<file path="src/fws_pkg.sv">
package fws_pkg;
    localparam logic [11:0] OFF_CFG    = 12'h010;
    localparam logic [11:0] OFF_BEGIN  = 12'h020;
    localparam logic [11:0] OFF_END    = 12'h024;
    localparam logic [11:0] OFF_SIG0   = 12'h02c;
    localparam logic [11:0] OFF_SIG1   = 12'h030;
    localparam logic [11:0] OFF_SIG2   = 12'h034;
    localparam logic [11:0] OFF_SIG3   = 12'h038;
    localparam logic [11:0] OFF_STAT   = 12'hfe0;
    localparam logic [11:0] OFF_CLR    = 12'hfe8;
    localparam logic [11:0] OFF_VECTOR = 12'h040;
    localparam int          ADDR_W     = 17;
    localparam int          LAUNCH_BIT = 17;
    localparam int          DONE_BIT   = 2;
    localparam logic [1:0]  WAIT_RST   = 2'h2;
    localparam logic [1:0]  WAIT_1CYC  = 2'h0;
    localparam logic [1:0]  WAIT_2CYC  = 2'h1;
    localparam logic [1:0]  WAIT_3CYC  = 2'h2;
    localparam logic [1:0]  MAP_BOOT   = 2'h0;
    localparam logic [1:0]  MAP_FLASH  = 2'h1;
    localparam logic [1:0]  MAP_RAM    = 2'h2;
    localparam logic [31:0] BASE_BOOT  = 32'h1fff0000;
    localparam logic [31:0] BASE_FLASH = 32'h00000000;
    localparam logic [31:0] BASE_RAM   = 32'h10000000;
    localparam logic [31:0] VEC_OFF    = 32'h00000004;
    localparam int          TAP_A      = 0;
    localparam int          TAP_B      = 2;
    localparam int          TAP_C      = 27;
    localparam int          TAP_D      = 29;

    typedef struct packed {
        logic        req;
        logic [16:0] addr;
    } fws_frd_t;

    typedef struct packed {
        logic         valid;
        logic [127:0] data;
    } fws_fdat_t;
endpackage

</file>
<file path="src/fws_misr.sv">
`timescale 1ns/1ns
module fws_misr (
    input  wire logic         clk,
    input  wire logic         rst_n,
    input  wire logic         clear,
    input  wire logic         shift,
    input  wire logic [127:0] data,
    output logic      [127:0] state
);
    logic [127:0] next;

    always_comb begin
        next = '0;
        for (int i = 0; i < 127; i++) begin
            next[i] = data[i] ^ state[i + 1];
        end
        next[127] = data[127] ^ state[fws_pkg::TAP_A] ^ state[fws_pkg::TAP_B]
                    ^ state[fws_pkg::TAP_C] ^ state[fws_pkg::TAP_D];
    end

    always_ff @(posedge clk or negedge rst_n) begin
        if (!rst_n) begin
            state <= '0;
        end else if (clear) begin
            state <= '0;
        end else if (shift) begin
            state <= next;
        end
    end
endmodule // fws_misr

</file>
<file path="src/fws_wait.sv">
`timescale 1ns/1ns
module fws_wait (
    input  wire logic       clk,
    input  wire logic       rst_n,
    input  wire logic [1:0] wait_sel,
    input  wire logic       start,
    output logic            done
);
    logic [1:0] cnt_q;
    logic       busy_q;
    logic [1:0] last;

    always_comb begin
        unique case (wait_sel)
            fws_pkg::WAIT_1CYC: last = 2'h0;
            fws_pkg::WAIT_2CYC: last = 2'h1;
            default:            last = 2'h2;
        endcase
    end

    assign done = (start && last == 2'h0) || (busy_q && cnt_q == last);

    always_ff @(posedge clk or negedge rst_n) begin
        if (!rst_n) begin
            cnt_q  <= 2'h0;
            busy_q <= 1'b0;
        end else if (done) begin
            busy_q <= 1'b0;
            cnt_q  <= 2'h0;
        end else if (start) begin
            busy_q <= 1'b1;
            cnt_q  <= 2'h1;
        end else if (busy_q) begin
            cnt_q <= cnt_q + 2'h1;
        end
    end
endmodule // fws_wait

</file>
<file path="src/fws_flash_ctrl.sv">
`timescale 1ns/1ns
module fws_flash_ctrl (
    input  wire logic          REF_CLK,
    input  wire logic          RST_N,
    input  wire logic          PSEL,
    input  wire logic          PENABLE,
    input  wire logic          PWRITE,
    input  wire logic [11:0]   PADDR,
    input  wire logic [31:0]   PWDATA,
    output logic      [31:0]   PRDATA,
    output logic               PREADY,
    output logic               PSLVERR,
    input  wire logic          CPU_RD_REQ,
    input  wire logic [16:0]   CPU_RD_ADDR,
    output logic               CPU_RD_VALID,
    output logic      [127:0]  CPU_RD_DATA,
    input  wire logic [1:0]    MAP_MODE,
    output fws_pkg::fws_frd_t  FLASH_RD,
    input  wire fws_pkg::fws_fdat_t FLASH_DAT,
    output logic      [1:0]    ACCESS_WAIT,
    output logic               SIG_BUSY
);
    typedef enum logic [1:0] {S_IDLE, S_REQ, S_WAIT} fws_state_t;

    fws_state_t   state_q;
    logic [1:0]   wait_q;
    logic [29:0]  cfg_rsv_q;
    logic [16:0]  begin_q;
    logic [16:0]  end_q;
    logic         launch_q;
    logic         done_q;
    logic [16:0]  addr_q;
    logic [127:0] sig_q;
    logic [127:0] misr_state;
    logic         misr_clear;
    logic         misr_shift;
    logic         wr_en;
    logic         rd_en;
    logic         launch_wr;
    logic         clr_wr;
    logic         run_done;
    logic         cpu_busy_q;
    logic         cpu_start;
    logic         cpu_done;
    logic         cpu_issue_q;
    logic [31:0]  rd_mux;
    logic         rd_hit;
    logic [31:0]  vec_base;

    assign wr_en     = PSEL && PENABLE && PWRITE && !PREADY;
    assign rd_en     = PSEL && PENABLE && !PWRITE && !PREADY;
    assign launch_wr = wr_en && PADDR == fws_pkg::OFF_END && PWDATA[fws_pkg::LAUNCH_BIT];
    assign clr_wr    = wr_en && PADDR == fws_pkg::OFF_CLR && PWDATA[fws_pkg::DONE_BIT];
    assign run_done  = state_q == S_WAIT && FLASH_DAT.valid && addr_q == end_q;

    // apb access phase, one wait cycle
    always_ff @(posedge REF_CLK or negedge RST_N) begin
        if (!RST_N) begin
            PREADY  <= 1'b0;
            PSLVERR <= 1'b0;
            PRDATA  <= 32'h00000000;
        end else begin
            PREADY  <= PSEL && PENABLE && !PREADY;
            PSLVERR <= PSEL && PENABLE && !PREADY && !rd_hit;
            if (rd_en) begin
                PRDATA <= rd_mux;
            end
        end
    end

    always_comb begin
        unique case (MAP_MODE)
            fws_pkg::MAP_BOOT:  vec_base = fws_pkg::BASE_BOOT;
            fws_pkg::MAP_RAM:   vec_base = fws_pkg::BASE_RAM;
            default:            vec_base = fws_pkg::BASE_FLASH;
        endcase
    end

    always_comb begin
        rd_mux = 32'h00000000;
        rd_hit = 1'b1;
        unique case (PADDR)
            fws_pkg::OFF_CFG:    rd_mux = {cfg_rsv_q, wait_q};
            fws_pkg::OFF_BEGIN:  rd_mux = {15'h0000, begin_q};
            fws_pkg::OFF_END:    rd_mux = {14'h0000, launch_q, end_q};
            fws_pkg::OFF_SIG0:   rd_mux = sig_q[31:0];
            fws_pkg::OFF_SIG1:   rd_mux = sig_q[63:32];
            fws_pkg::OFF_SIG2:   rd_mux = sig_q[95:64];
            fws_pkg::OFF_SIG3:   rd_mux = sig_q[127:96];
            fws_pkg::OFF_STAT:   rd_mux = {29'h00000000, done_q, 2'h0};
            fws_pkg::OFF_CLR:    rd_mux = 32'h00000000;
            fws_pkg::OFF_VECTOR: rd_mux = vec_base + fws_pkg::VEC_OFF;
            default:             rd_hit = !PWRITE ? 1'b0 : 1'b0;
        endcase
        if (PWRITE) begin
            rd_hit = PADDR == fws_pkg::OFF_CFG || PADDR == fws_pkg::OFF_BEGIN
                     || PADDR == fws_pkg::OFF_END || PADDR == fws_pkg::OFF_CLR;
        end
    end

    always_ff @(posedge REF_CLK or negedge RST_N) begin
        if (!RST_N) begin
            wait_q    <= fws_pkg::WAIT_RST;
            cfg_rsv_q <= '0;
        end else if (wr_en && PADDR == fws_pkg::OFF_CFG) begin
            wait_q    <= PWDATA[1:0];
            cfg_rsv_q <= PWDATA[31:2];
        end
    end

    always_ff @(posedge REF_CLK or negedge RST_N) begin
        if (!RST_N) begin
            begin_q <= '0;
            end_q   <= '0;
        end else if (wr_en && PADDR == fws_pkg::OFF_BEGIN) begin
            begin_q <= PWDATA[fws_pkg::ADDR_W-1:0];
        end else if (wr_en && PADDR == fws_pkg::OFF_END && state_q == S_IDLE) begin
            end_q <= PWDATA[fws_pkg::ADDR_W-1:0];
        end
    end

    always_ff @(posedge REF_CLK or negedge RST_N) begin
        if (!RST_N) begin
            launch_q <= 1'b0;
        end else if (run_done) begin
            launch_q <= 1'b0;
        end else if (launch_wr && state_q == S_IDLE) begin
            launch_q <= 1'b1;
        end
    end

    always_ff @(posedge REF_CLK or negedge RST_N) begin
        if (!RST_N) begin
            state_q <= S_IDLE;
            addr_q  <= '0;
        end else begin
            unique case (state_q)
                S_IDLE: if (launch_wr) begin
                    addr_q  <= begin_q;
                    state_q <= S_REQ;
                end
                S_REQ: state_q <= S_WAIT;
                S_WAIT: if (FLASH_DAT.valid) begin
                    if (addr_q == end_q) begin
                        state_q <= S_IDLE;
                    end else begin
                        addr_q  <= addr_q + 17'h00001;
                        state_q <= S_REQ;
                    end
                end
            endcase
        end
    end

    assign misr_clear = state_q == S_IDLE && launch_wr;
    assign misr_shift = state_q == S_WAIT && FLASH_DAT.valid;

    fws_misr u_misr (
        .clk   (REF_CLK),
        .rst_n (RST_N),
        .clear (misr_clear),
        .shift (misr_shift),
        .data  (FLASH_DAT.data),
        .state (misr_state)
    );

    always_ff @(posedge REF_CLK or negedge RST_N) begin
        if (!RST_N) begin
            sig_q <= '0;
        end else if (run_done) begin
            sig_q <= {FLASH_DAT.data[127] ^ misr_state[fws_pkg::TAP_A]
                      ^ misr_state[fws_pkg::TAP_B] ^ misr_state[fws_pkg::TAP_C]
                      ^ misr_state[fws_pkg::TAP_D],
                      FLASH_DAT.data[126:0] ^ misr_state[127:1]};
        end
    end

    always_ff @(posedge REF_CLK or negedge RST_N) begin
        if (!RST_N) begin
            done_q <= 1'b0;
        end else if (run_done) begin
            done_q <= 1'b1;
        end else if (clr_wr) begin
            done_q <= 1'b0;
        end
    end

    // cpu reads stall while signature runs, a held request starts another read after each valid
    assign cpu_start = CPU_RD_REQ && !cpu_busy_q && !CPU_RD_VALID && state_q == S_IDLE
                       && !launch_wr;

    fws_wait u_wait (
        .clk      (REF_CLK),
        .rst_n    (RST_N),
        .wait_sel (wait_q),
        .start    (cpu_issue_q),
        .done     (cpu_done)
    );

    always_ff @(posedge REF_CLK or negedge RST_N) begin
        if (!RST_N) begin
            cpu_busy_q   <= 1'b0;
            cpu_issue_q  <= 1'b0;
            CPU_RD_VALID <= 1'b0;
            CPU_RD_DATA  <= '0;
            FLASH_RD     <= '0;
            ACCESS_WAIT  <= fws_pkg::WAIT_RST;
            SIG_BUSY     <= 1'b0;
        end else begin
            ACCESS_WAIT  <= wait_q;
            SIG_BUSY     <= state_q != S_IDLE;
            CPU_RD_VALID <= cpu_done;
            // access time counts from the cycle the address is on the array
            cpu_issue_q  <= cpu_start;
            if (cpu_done) begin
                CPU_RD_DATA <= FLASH_DAT.data;
                cpu_busy_q  <= 1'b0;
            end else if (cpu_start) begin
                cpu_busy_q <= 1'b1;
            end
            if (state_q == S_REQ) begin
                FLASH_RD.req  <= 1'b1;
                FLASH_RD.addr <= addr_q;
            end else if (cpu_start) begin
                FLASH_RD.req  <= 1'b1;
                FLASH_RD.addr <= CPU_RD_ADDR;
            end else begin
                FLASH_RD.req <= 1'b0;
            end
        end
    end
endmodule // fws_flash_ctrl

</file>
<file path="config.mk">
export PLATFORM = sky130hd
export DESIGN_NAME = fws_flash_ctrl
export DESIGN_NICKNAME = d
export VERILOG_FILES = /design/src/fws_pkg.sv /design/src/fws_misr.sv /design/src/fws_wait.sv /design/src/fws_flash_ctrl.sv
export SDC_FILE = /design/constraint.sdc
export NUM_CORES = 1
export LEC_CHECK = 0
export BUFFER_PORTS_ARGS = -buffer_cell sky130_fd_sc_hd__buf_2
export CORE_ASPECT_RATIO = 0.8
export CORE_MARGIN = 2
export CORE_UTILIZATION = 57
export CTS_CLUSTER_DIAMETER = 80
export DETAILED_ROUTE_END_ITERATION = 8
export PLACE_DENSITY = 0.81
export SLEW_MARGIN = 40
export SYNTH_ARGS = -nofsm -noshare
export SYNTH_HDL_FRONTEND = slang
export SYNTH_SLANG_ARGS = --single-unit
export TNS_END_PERCENT = 50
</file>
<file path="constraint.sdc">
create_clock -name REF_CLK -period 3.2 [get_ports REF_CLK]
set_clock_uncertainty 0.1 [all_clocks]
set_input_delay 0.48 -clock REF_CLK [delete_from_list [all_inputs] [get_ports REF_CLK]]
set_output_delay 0.48 -clock REF_CLK [all_outputs]
set_load 0.01 [all_outputs]
</file>
### Yosys cells after proc, flatten, opt, wreduce, memory -nomap -nowiden

Cells that the tools add are included.

* register bits: 532
* bits of input ports: 198
* output and inout bits: 184
* logic and storage cells: 257

* add/subtract/negate cells: 3
* equal/unequal tests: 19
* muxes and demuxes: 29
* bitwise logic cells: 133
* reductions and logical operators: 50

Operators with widths (number)
* $pmux 32 s9: 1
* $mux 128: 2
* $xor 1x1->1: 131
* $xor 127x127->127: 1
* $eq 12x6->1 const B: 6
* $mux 17: 4
* $pmux 29 s2: 1
* $pmux 17 s2: 1
* $add 32x3->32 const B: 1
* $eq 12x12->1 const B: 2
* $logic_and 1x1->1: 23
* $mux 18: 1
* $add 17x1->17 const B: 1
* $eq 17x17->1: 1
* $reduce_bool 2->1: 8
* $eq 12x5->1 const B: 1
* $eq 12x7->1 const B: 1
* $mux 1: 12
* $mux 2: 5
* $reduce_or 10->1: 1
* $logic_not 2->1: 4
* $logic_not 1->1: 6
* $ne 2x2->1 const B: 3
* $pmux 2 s3: 1
* other kinds (10): 16

### Longest topological paths before layout

Gate-level depths: netlist of run 1.

* word-level depth: 9
* depth in mapped cells: 10
* depth with buffers taken out: 7

### By module

Synthesis of run 1 repeated with hierarchy kept, for this count alone.

* cells, all modules: 2166
* area, all modules: 24344.6 µm²

Modules (own cells, without submodules)
* fws_flash_ctrl: instances 1, cells an instance 1581, area each 18123.6 µm², seq. area each 10037.1 µm²
* fws_misr: instances 1, cells an instance 558, area each 5985.7 µm², seq. area each 3203.1 µm²
* fws_wait: instances 1, cells an instance 27, area each 235.2 µm², seq. area each 75.1 µm²

### Worst setup path after synthesis of run 1

No wires, ideal clock.

* path type: input -> register
* start point: input port PADDR[3]
* end point: register addr_q[1]
* library setup time: 128 ps
* arrival time: 2459 ps
* data required time: 2972 ps
* path slack: 513 ps
* stages: 7
* path buffers: 1
* cell sequence: buf_2 -> or4b_1 -> nor4_4 -> nand4b_2 -> a21o_1 -> nor2_4 -> mux2_1

* cells in the longest elaborated chain, start to end: 5

Ends and longest elaborated chain
* start: declaration: RTL line fws_flash_ctrl.sv:8 `input wire logic [11:0] PADDR,`
* $eq 12x6->1: RTL line fws_flash_ctrl.sv:52 `assign launch_wr = wr_en && PADDR == fws_pkg::OFF_END && PWDATA[fws_pkg::LAUNCH_BIT];`
* $logic_and 1x1->1 (2 in series): RTL line fws_flash_ctrl.sv:52
* $ne 2x2->1 (no line)
* $reduce_and 4->1 (no line)
* end signal: assignment: RTL line fws_flash_ctrl.sv:139 `addr_q <= begin_q;`
* end signal: assignment: RTL line fws_flash_ctrl.sv:147 `addr_q <= addr_q + 17'h00001;`
* end: declaration: RTL line fws_flash_ctrl.sv:32 `logic [16:0] addr_q;`

Every way passes these cells.
A chain may end at the register's enable or synchronous reset.

### Final worst setup path of run 1

* start point: register addr_q[1]
* end point: register sig_q[93]

* cells in the longest elaborated chain, start to end: 2

Ends and longest elaborated chain
* $eq 17x17->1: RTL line fws_flash_ctrl.sv:54 `assign run_done = state_q == S_WAIT && FLASH_DAT.valid && addr_q == end_q;`
* $logic_and 1x1->1: RTL line fws_flash_ctrl.sv:54
* end signal: assignment: RTL line fws_flash_ctrl.sv:171 `sig_q <= {FLASH_DAT.data[127] ^ misr_state[fws_pkg::TAP_A]`
* end: declaration: RTL line fws_flash_ctrl.sv:33 `logic [127:0] sig_q;`

Every way passes these cells.

==> summary.md, run 1 <==
| Metric | Value |
|---|---|
| Port Buffers | roughly 380 |
| GRT Util Overall | a little under a third |
| First-pass GRT wire length | a little over 100000 µm |
| Syn Std Cell Area | between 20000 and 25000 µm² |
| Post-synthesis sequential area ratio | between 50% and 60% |
| Site row count | 65 |
| Synth warn | 0 |
| Mapped Cells | ~2000 |
| Placed cell count | between 2000 and 3000 |
| Total power | between 20 and 25 mW |
| Peak supply drop | approximately 0.00058 V |
| Largest net degree at the start of global routing | 130 |
| WL final | ~66000 µm |
| Sum Neg Setup Slack | 0 ps |
| Via count of the routed design | about 18000 |
| Final Hold Violating Endpoints | 0 |
| Vias in the first global route | roughly 18000 |
| Synth Net Count | 2238 |
| Worst Setup Start Kind | register |
| Ranking of synthesized cells by area | dfrtp_1, mux2_2, nand2_1 |
| Area leader, netlist | dfrtp_1 |
| CP Max Fanout | 80 |
| DIE WIDTH | around 230 µm |
| Post-CTS sizing | 0 |
| RSZ-0062 raised after global routing | no |
| CTS tree | built |
| Final ANT Viol Nets | 0 |
| Final net count | about 2600 |
| Number of distinct library cells after synthesis | 66 |
| Ports | 382 |
| CP endpoint kind | register |
| Asr flop ratio synth | between 90% and 100% |
| Crit-path cells | xnor2_1 > nand4_1 > or3_1 > nor3_2 > nand2_4 > buf_4 > o21ai_0 |
| Die area | about 42000 µm² |
| Reg area | around 13000 µm² |
| Slew headroom | approximately 47% |
| CTS clock-pin slew for the worst setup and hold paths | approximately 60 ps |
| Top cell type's share of synthesized area | between 50% and 60% |
| Clock Latency Late Sink | around 590 ps |
| CTS Root Cell | clkbuf_16 |
| Initial Utilization | between 50% and 60% |
| CTS Buf Count | between 50 and 60 |
| Worst path required time | roughly 3600 ps |
| Outcome | completed |
| WL per Instance | between 20 and 25 µm |
| CTS Hold Bufs | 1 |
| CP delay by family, top | simple AND/OR/NAND/NOR gates |
| LEAKAGE | about 13 nW |
| Worst hold path type | input pin to register |
| CP max stage cell | dfrtp_1 |
| Prevailing post-synth register cell | dfrtp_1 |
| Clock Sink Count | approximately 530 |
| CTS Buffer Depth | 3 |
| FMAX | 376 MHz |
| DR iter-0 viols | 1648 |
| Fin crit period | between 2000 and 3000 ps |
| #FFs+latches synth | between 500 and 600 |
| Slew Limit Fails | 0 |
| Max incr delay on CP | 460 ps |
| First-pass DRT Iterations | 6 |
| Setup-failing EPs final | 0 |
| WP data arrival | approximately 3000 ps |
| Tightest Pin Transition | 788 ps |
| EDFF count, synth | 0 |
| Core outline area | about 40000 µm² |
| Remaining DRCs | 0 |
| Grt total ovfl | 0 |
| Crit path buf inv count | 1 |
| Area taken by multi-input logic gates | about 9000 µm² |
| Post-DP HPWL | between 40000 and 50000 µm |
| Post-synthesis area per instance | 11.2 µm² |
| Count of non-filler cells in the finished layout | just under 3000 |
| Fill cell count | ~3000 |
| Layout area overhead | 18.4% |
| Max Cap Viol | 0 |
| Setup CP Type | register to register |
| # Post-CTS Setup Buffers | 0 |
| Cell Pwr Density | around 910 nW/µm² |
| Layout cells sized above 1 | a little under a third |
| Initial antenna violation count | 12 |
| GP Congestion | between 0.9 and 1 |
| Die H | roughly 180 µm |
| Most common cell after layout, fill and taps aside | dfrtp_1 |
| Via-to-Cell Ratio | roughly 5.9 |
| Most frequent cells in the layout | dfrtp_1, buf_2, nand2_1 |
| Tcrit/Tclk final | ~83% |
| H-tree lvl count | 2 |
## synthesized netlist by cell type (15+ instances only)
library cell	count
a21oi_1	54
nor3_1	16
nand3_1	17
nor2_1	37
clkbuf_1	91
a22oi_1	15
buf_2	22
nand2_1	362
nand4_1	17
xnor2_1	148
o21ai_0	162
a22o_1	24
a31oi_1	15
mux2_2	201
o21ai_1	137
dfrtp_1	530
mux2i_1	22
## per-stage QoR
step | cell area, µm² | setup WS [ps] | utilization [%] | hold slack, ps
finish | 27100 | 544 | 68.5 | 25.3
global route | 27100 | 446 | 68.5 | 6.85
CTS | 27100 | 536 | 68.5 | 13.7
detailed placement | 25500 | 179 | 64.4 | 334
global placement | 25500 | 270 | 64.4 | 324
floorplan | 22900 | 513 | - | 84.4
## layer usage
| layer | GRT usage [%] | part of all wire [%] | wire [µm] |
|---|---|---|---|
| met2 | 47.7 | 45 | 29900 |
| met4 | 12.3 | 3.5 | 2350 |
| met3 | 6.64 | 8.3 | 5480 |
| met1 | 46.2 | 43 | 28700 |
| met5 | 0 | 0.035 | 23 |
## power by group
part / switching, mW / internal [mW] / total, mW / leakage (nW)
clock network: 2.55 / 3.27 / 5.82 / 0.787
registers: 1.72 / 9.24 / 11.0 / 6.77
logic: 4.23 / 3.49 / 7.72 / 5.13
total: 8.51 / 16.0 / 24.5 / 12.7
## kinds of logic after synthesis
family	Yosys count	share of synthesized area [%]
buf+inv	141	2.94
mux	225	11.0
compound gates	490	12.6
xor+xnor	149	5.71
flops	532	58.2
simple gates	501	9.51
fa+ha+maj	1	0.0547
## final timing paths
kind	startpoint	end	slack (ps)	depth (start not counted)
max	addr_q[1]	sig_q[93]	540	7
max reg2reg	addr_q[1]	sig_q[93]	540	7
min	PWDATA[29]	cfg_rsv_q[27]	30	2
max in group asynchronous	RST_N	sig_q[30]	1690	3
min reg2reg	wait_q[1]	ACCESS_WAIT[1]	350	0
min in group asynchronous	RST_N	cfg_rsv_q[7]	310	2
## layout make-up
cell class,count,area share (%)
antenna,9,0.0831
clock buffer,76,5.46
clock inverter,13,0.425
inverter,8,0.111
multi-input combinational,1366,33.1
sequential,532,49.2
tap,536,2.48
timing repair buffer,437,9.21
## sequential cells by signal (all words and copies together), names as in the netlist, 2 cells and up
register and cells:
FLASH_RD 18, cfg_rsv_q 30, addr_q 17, end_q 17
u_misr.state 128, sig_q 128, ACCESS_WAIT 2, CPU_RD_DATA 128
wait_q 2, state_q 2, PRDATA 32, begin_q 17
u_wait.cnt_q 2
No activity file was read; power rests on OpenSTA's default activity.
==> run 2, diff against run 1 <==
--- a/config.mk
+++ b/config.mk
@@ -8,10 +8,10 @@
 export BUFFER_PORTS_ARGS = -buffer_cell sky130_fd_sc_hd__buf_2
 export CORE_ASPECT_RATIO = 0.8
 export CORE_MARGIN = 2
-export CORE_UTILIZATION = 57
+export CORE_UTILIZATION = 51
 export CTS_CLUSTER_DIAMETER = 80
 export DETAILED_ROUTE_END_ITERATION = 8
-export PLACE_DENSITY = 0.81
+export PLACE_DENSITY = 0.76
 export SLEW_MARGIN = 40
 export SYNTH_ARGS = -nofsm -noshare
 export SYNTH_HDL_FRONTEND = slang
==> constraint.sdc (replaced) <==
create_clock -name REF_CLK -period 2.1 [get_ports REF_CLK]
set_clock_uncertainty 0.1 [all_clocks]
set_input_delay 0.315 -clock REF_CLK [delete_from_list [all_inputs] [get_ports REF_CLK]]
set_output_delay 0.315 -clock REF_CLK [all_outputs]
set_load 0.01 [all_outputs]
==> run 2 against run 1 <==
Effect of this change:
- the run now ends with negative setup slack left
- cell count grew 13%
- combinational power up 84%
- non-clock buffer count grew 313
- design area rose by 16%
- core utilization rose by 2.0 points
- clock-buffer cell count increased by 1
- first-iteration DRC count up 14%
- worst setup slack lost 650 ps
- worst hold slack improved by 52 ps
- critical endpoint is now sig_q[127]
==> summary.md, run 2 (same netlist as run 1, synthesis figures left out) <==
| Metric | Value |
|---|---|
| Setup-failing EPs final | 126 (+126) |
| Port Buffers | 381 (unchanged) |
| Most common cell after layout, fill and taps aside | dfrtp_1 |
| CTS Buffer Depth | 3 (unchanged) |
| Outcome | complete, but fails checks |
| Max incr delay on CP | 410 ps (-50 ps) |
| Die area | 46600 µm² (+12%) |
| Vias in the first global route | 19800 (+12%) |
| Final setup margin | -103 ps (-647 ps) |
| Worst Setup Start Kind | register |
| Site row count | 69 (+6.2%) |
| Largest net degree at the start of global routing | 74 (-43%) |
| WP data arrival | 2630 ps (-410 ps) |
| Clock Latency Late Sink | 620 ps (+30 ps) |
| Initial antenna violation count | 7 (-5) |
| Ports | 382 (unchanged) |
| Tcrit/Tclk final | 105% (+22 points) |
| Tightest Pin Transition | 592 ps (-196 ps) |
| Total power | 40.8 mW (+67%) |
| DR iter-0 viols | 1881 (+14%) |
| Layout area overhead | 36.9% |
| Net Sw Frac | 35.7% (+0.99 points) |
| Max Cap Viol | 0 (unchanged) |
| Remaining DRCs | 0 (unchanged) |
| Worst hold path type | input pin to register |
| Failing checks | negative setup slack |
| Initial Utilization | 51.5% (-6.3 points) |
| WL final | 77200 µm (+16%) |
| Hold path startpoint | FLASH_DAT[128] |
| H-tree lvl count | 2 (unchanged) |
| Hold endpoint | launch_q |
| Fin crit period | 2200 ps (-453 ps) |
| CTS tree | built |
| Placed cell count | 3062 (+6.4%) |
| CTS clock-pin slew for the worst setup and hold paths | 60 ps (about the same) |
| Flop pwr share | 41.1% (-3.6 points) |
| First-pass DRT Iterations | 5 (-1) |
| Clock Sink Count | 532 (unchanged) |
| FMAX | 454 MHz (+21%) |
| Largest registers | CPU_RD_DATA: 128 flops, sig_q: 128 flops, u_misr.state: 128 flops |
| Post-DP HPWL | 50800 µm (+7.1%) |
| RR Endpoint | sig_q[127] |
| P_int | 26.3 mW (+64%) |
| CTS Buf Count | 52 (+2.0%) |
| Final Hold Violating Endpoints | 0 (unchanged) |
| Flop-to-flop setup slack | -100 ps (-650 ps) |
| Setup CP Type | register to register |
| Final ANT Viol Nets | 0 (unchanged) |
| Final net count | 2909 (+12%) |
| P_sw | 14.6 mW (+71%) |
| Slew Limit Fails | 0 (unchanged) |
| GRT Util Overall | 32.9% (+1.0 points) |
| CP endpoint kind | register |
| Crit-path cells | xnor2_2 > nand4_1 > or3_1 > nor3_2 > buf_4 > nand2_8 > buf_12 > buf_16 > o21ai_2 |
| WL per Instance | 23.0 µm (+2.9%) |
| Peak supply drop | 0.000930 V (+60%) |
| LEAKAGE | 14.6 nW (+15%) |
| Logic pwr share | 34.8% (+3.3 points) |
| Cell Pwr Density | 1300 nW/µm² (+44%) |
| GP Congestion | 0.916 (-2.0%) |
| First-pass GRT wire length | 117000 µm (+13%) |
| RSZ-0062 raised after global routing | yes |
| R2R Path Start | end_q[15] |
| Worst path required time | 2530 ps (-1050 ps) |
| CP max stage cell | dfrtp_1 |
| Clk pwr share | 24.1% (+0.3 points) |
| CTS Root Cell | clkbuf_16 |
| Layout cells sized above 1 | 37.6% (+7.3 points) |
| Hold Crit Depth | 3 (+1) |
| CP Max Fanout | 15 (-81%) |
| Core outline area | 44400 µm² (+12%) |
| Via-to-Cell Ratio | 5.72 (-3.4%) |
| Slew headroom | 60.5% (+13 points) |
| DIE WIDTH | 241 µm (+5.6%) |
| Most frequent cells in the layout | dfrtp_1, buf_2, nand2_1 |
| Count of non-filler cells in the finished layout | 3362 (+13%) |
| Grt total ovfl | 0 (unchanged) |
| Die H | 193 µm (+5.6%) |
| Via count of the routed design | 19200 (+9.1%) |
| R2R cell count | 9 (+2) |
run 2: cell types whose count changed in the layout (fill, tap and decap cells not counted), moves of 11 or more:
cell           change
a21oi_1           -20
buf_4            +102
buf_16            +11
o21ai_0          -131
o21ai_1           +23
buf_12            +16
o21ai_2          +106
a21oi_2           +20
dlygate4sd3_1    +178
run 2: timing repair:
item	4_1_cts	5_1_grt
buffers inserted	5	0
cloned	8	5
endpoints found under the hold margin	733	0
endpoints found under the setup margin	147	231
gates resized for setup	187	78
pin swaps	36	38
hold buffers	179	0
run 2: layer usage:
| metal | global-route usage (%) | share of wire, % |
|---|---|---|
| met4 | 12.2 | 3.7 |
| met1 | 47.7 | 44 |
| met5 | 0 | 0 |
| met2 | 49.5 | 45 |
| met3 | 6.28 | 7.8 |
run 2: how the worst max path moves through the flow:
stage | from | to | slack (ps) | cells after the start
after floorplan | PADDR[9] | addr_q[1] | -390 | 7
after global placement | PADDR[9] | addr_q[15] | -380 | 8
after detailed placement | PADDR[9] | PRDATA[24] | -420 | 7
after CTS | addr_q[10] | sig_q[18] | -70 | 10
after global routing | end_q[1] | sig_q[117] | -150 | 10
final | end_q[15] | sig_q[127] | -100 | 9
run 2: final cells by class:
class | instances | area [µm²]
multi-input cells | 1366 | 9580
clock buffers | 77 | 1550
clock inverters | 19 | 249
well taps | 603 | 754
inverters | 8 | 42.5
diodes | 7 | 17.5
flip-flops and latches | 532 | 13300
fillers | 3134 | 13100
repair buffers | 750 | 5800
run 2: metrics by stage:
stage                     worst slack (ps)  setup TNS, ps  utilization [%]  hold slack [ps]  instance area [µm²]
after floorplan                       -393        -100140                -            -80.6                23000
after global placement                -375         -99380             60.2              146                26700
after detailed placement              -415        -107960             60.2              143                26700
after CTS                            -66.3          -4610             69.5             39.2                30900
after global routing                  -150         -17090             70.5             81.8                31300
final                                 -103          -6580             70.6             77.4                31300
run 2: power groups by stage:
stage / registers (mW) / logic (mW) / clock network [mW]
floorplan: 16.7 / 7.14 / 0
global placement: 16.5 / 11.9 / 0
detailed placement: 16.7 / 12.4 / 0
CTS: 16.6 / 13.5 / 9.91
global route: 17.1 / 15.4 / 10.4
finish: 16.8 / 14.2 / 9.86
run 2: critical path, delay by kind of cell, from the launching register on:
kind,cells,cell delay [ps]
buffers and inverters,3,490
XOR/XNOR,1,250
AO/OA/AOI/OAI,1,160
AND/OR/NAND/NOR,4,720
flip-flops,1,410
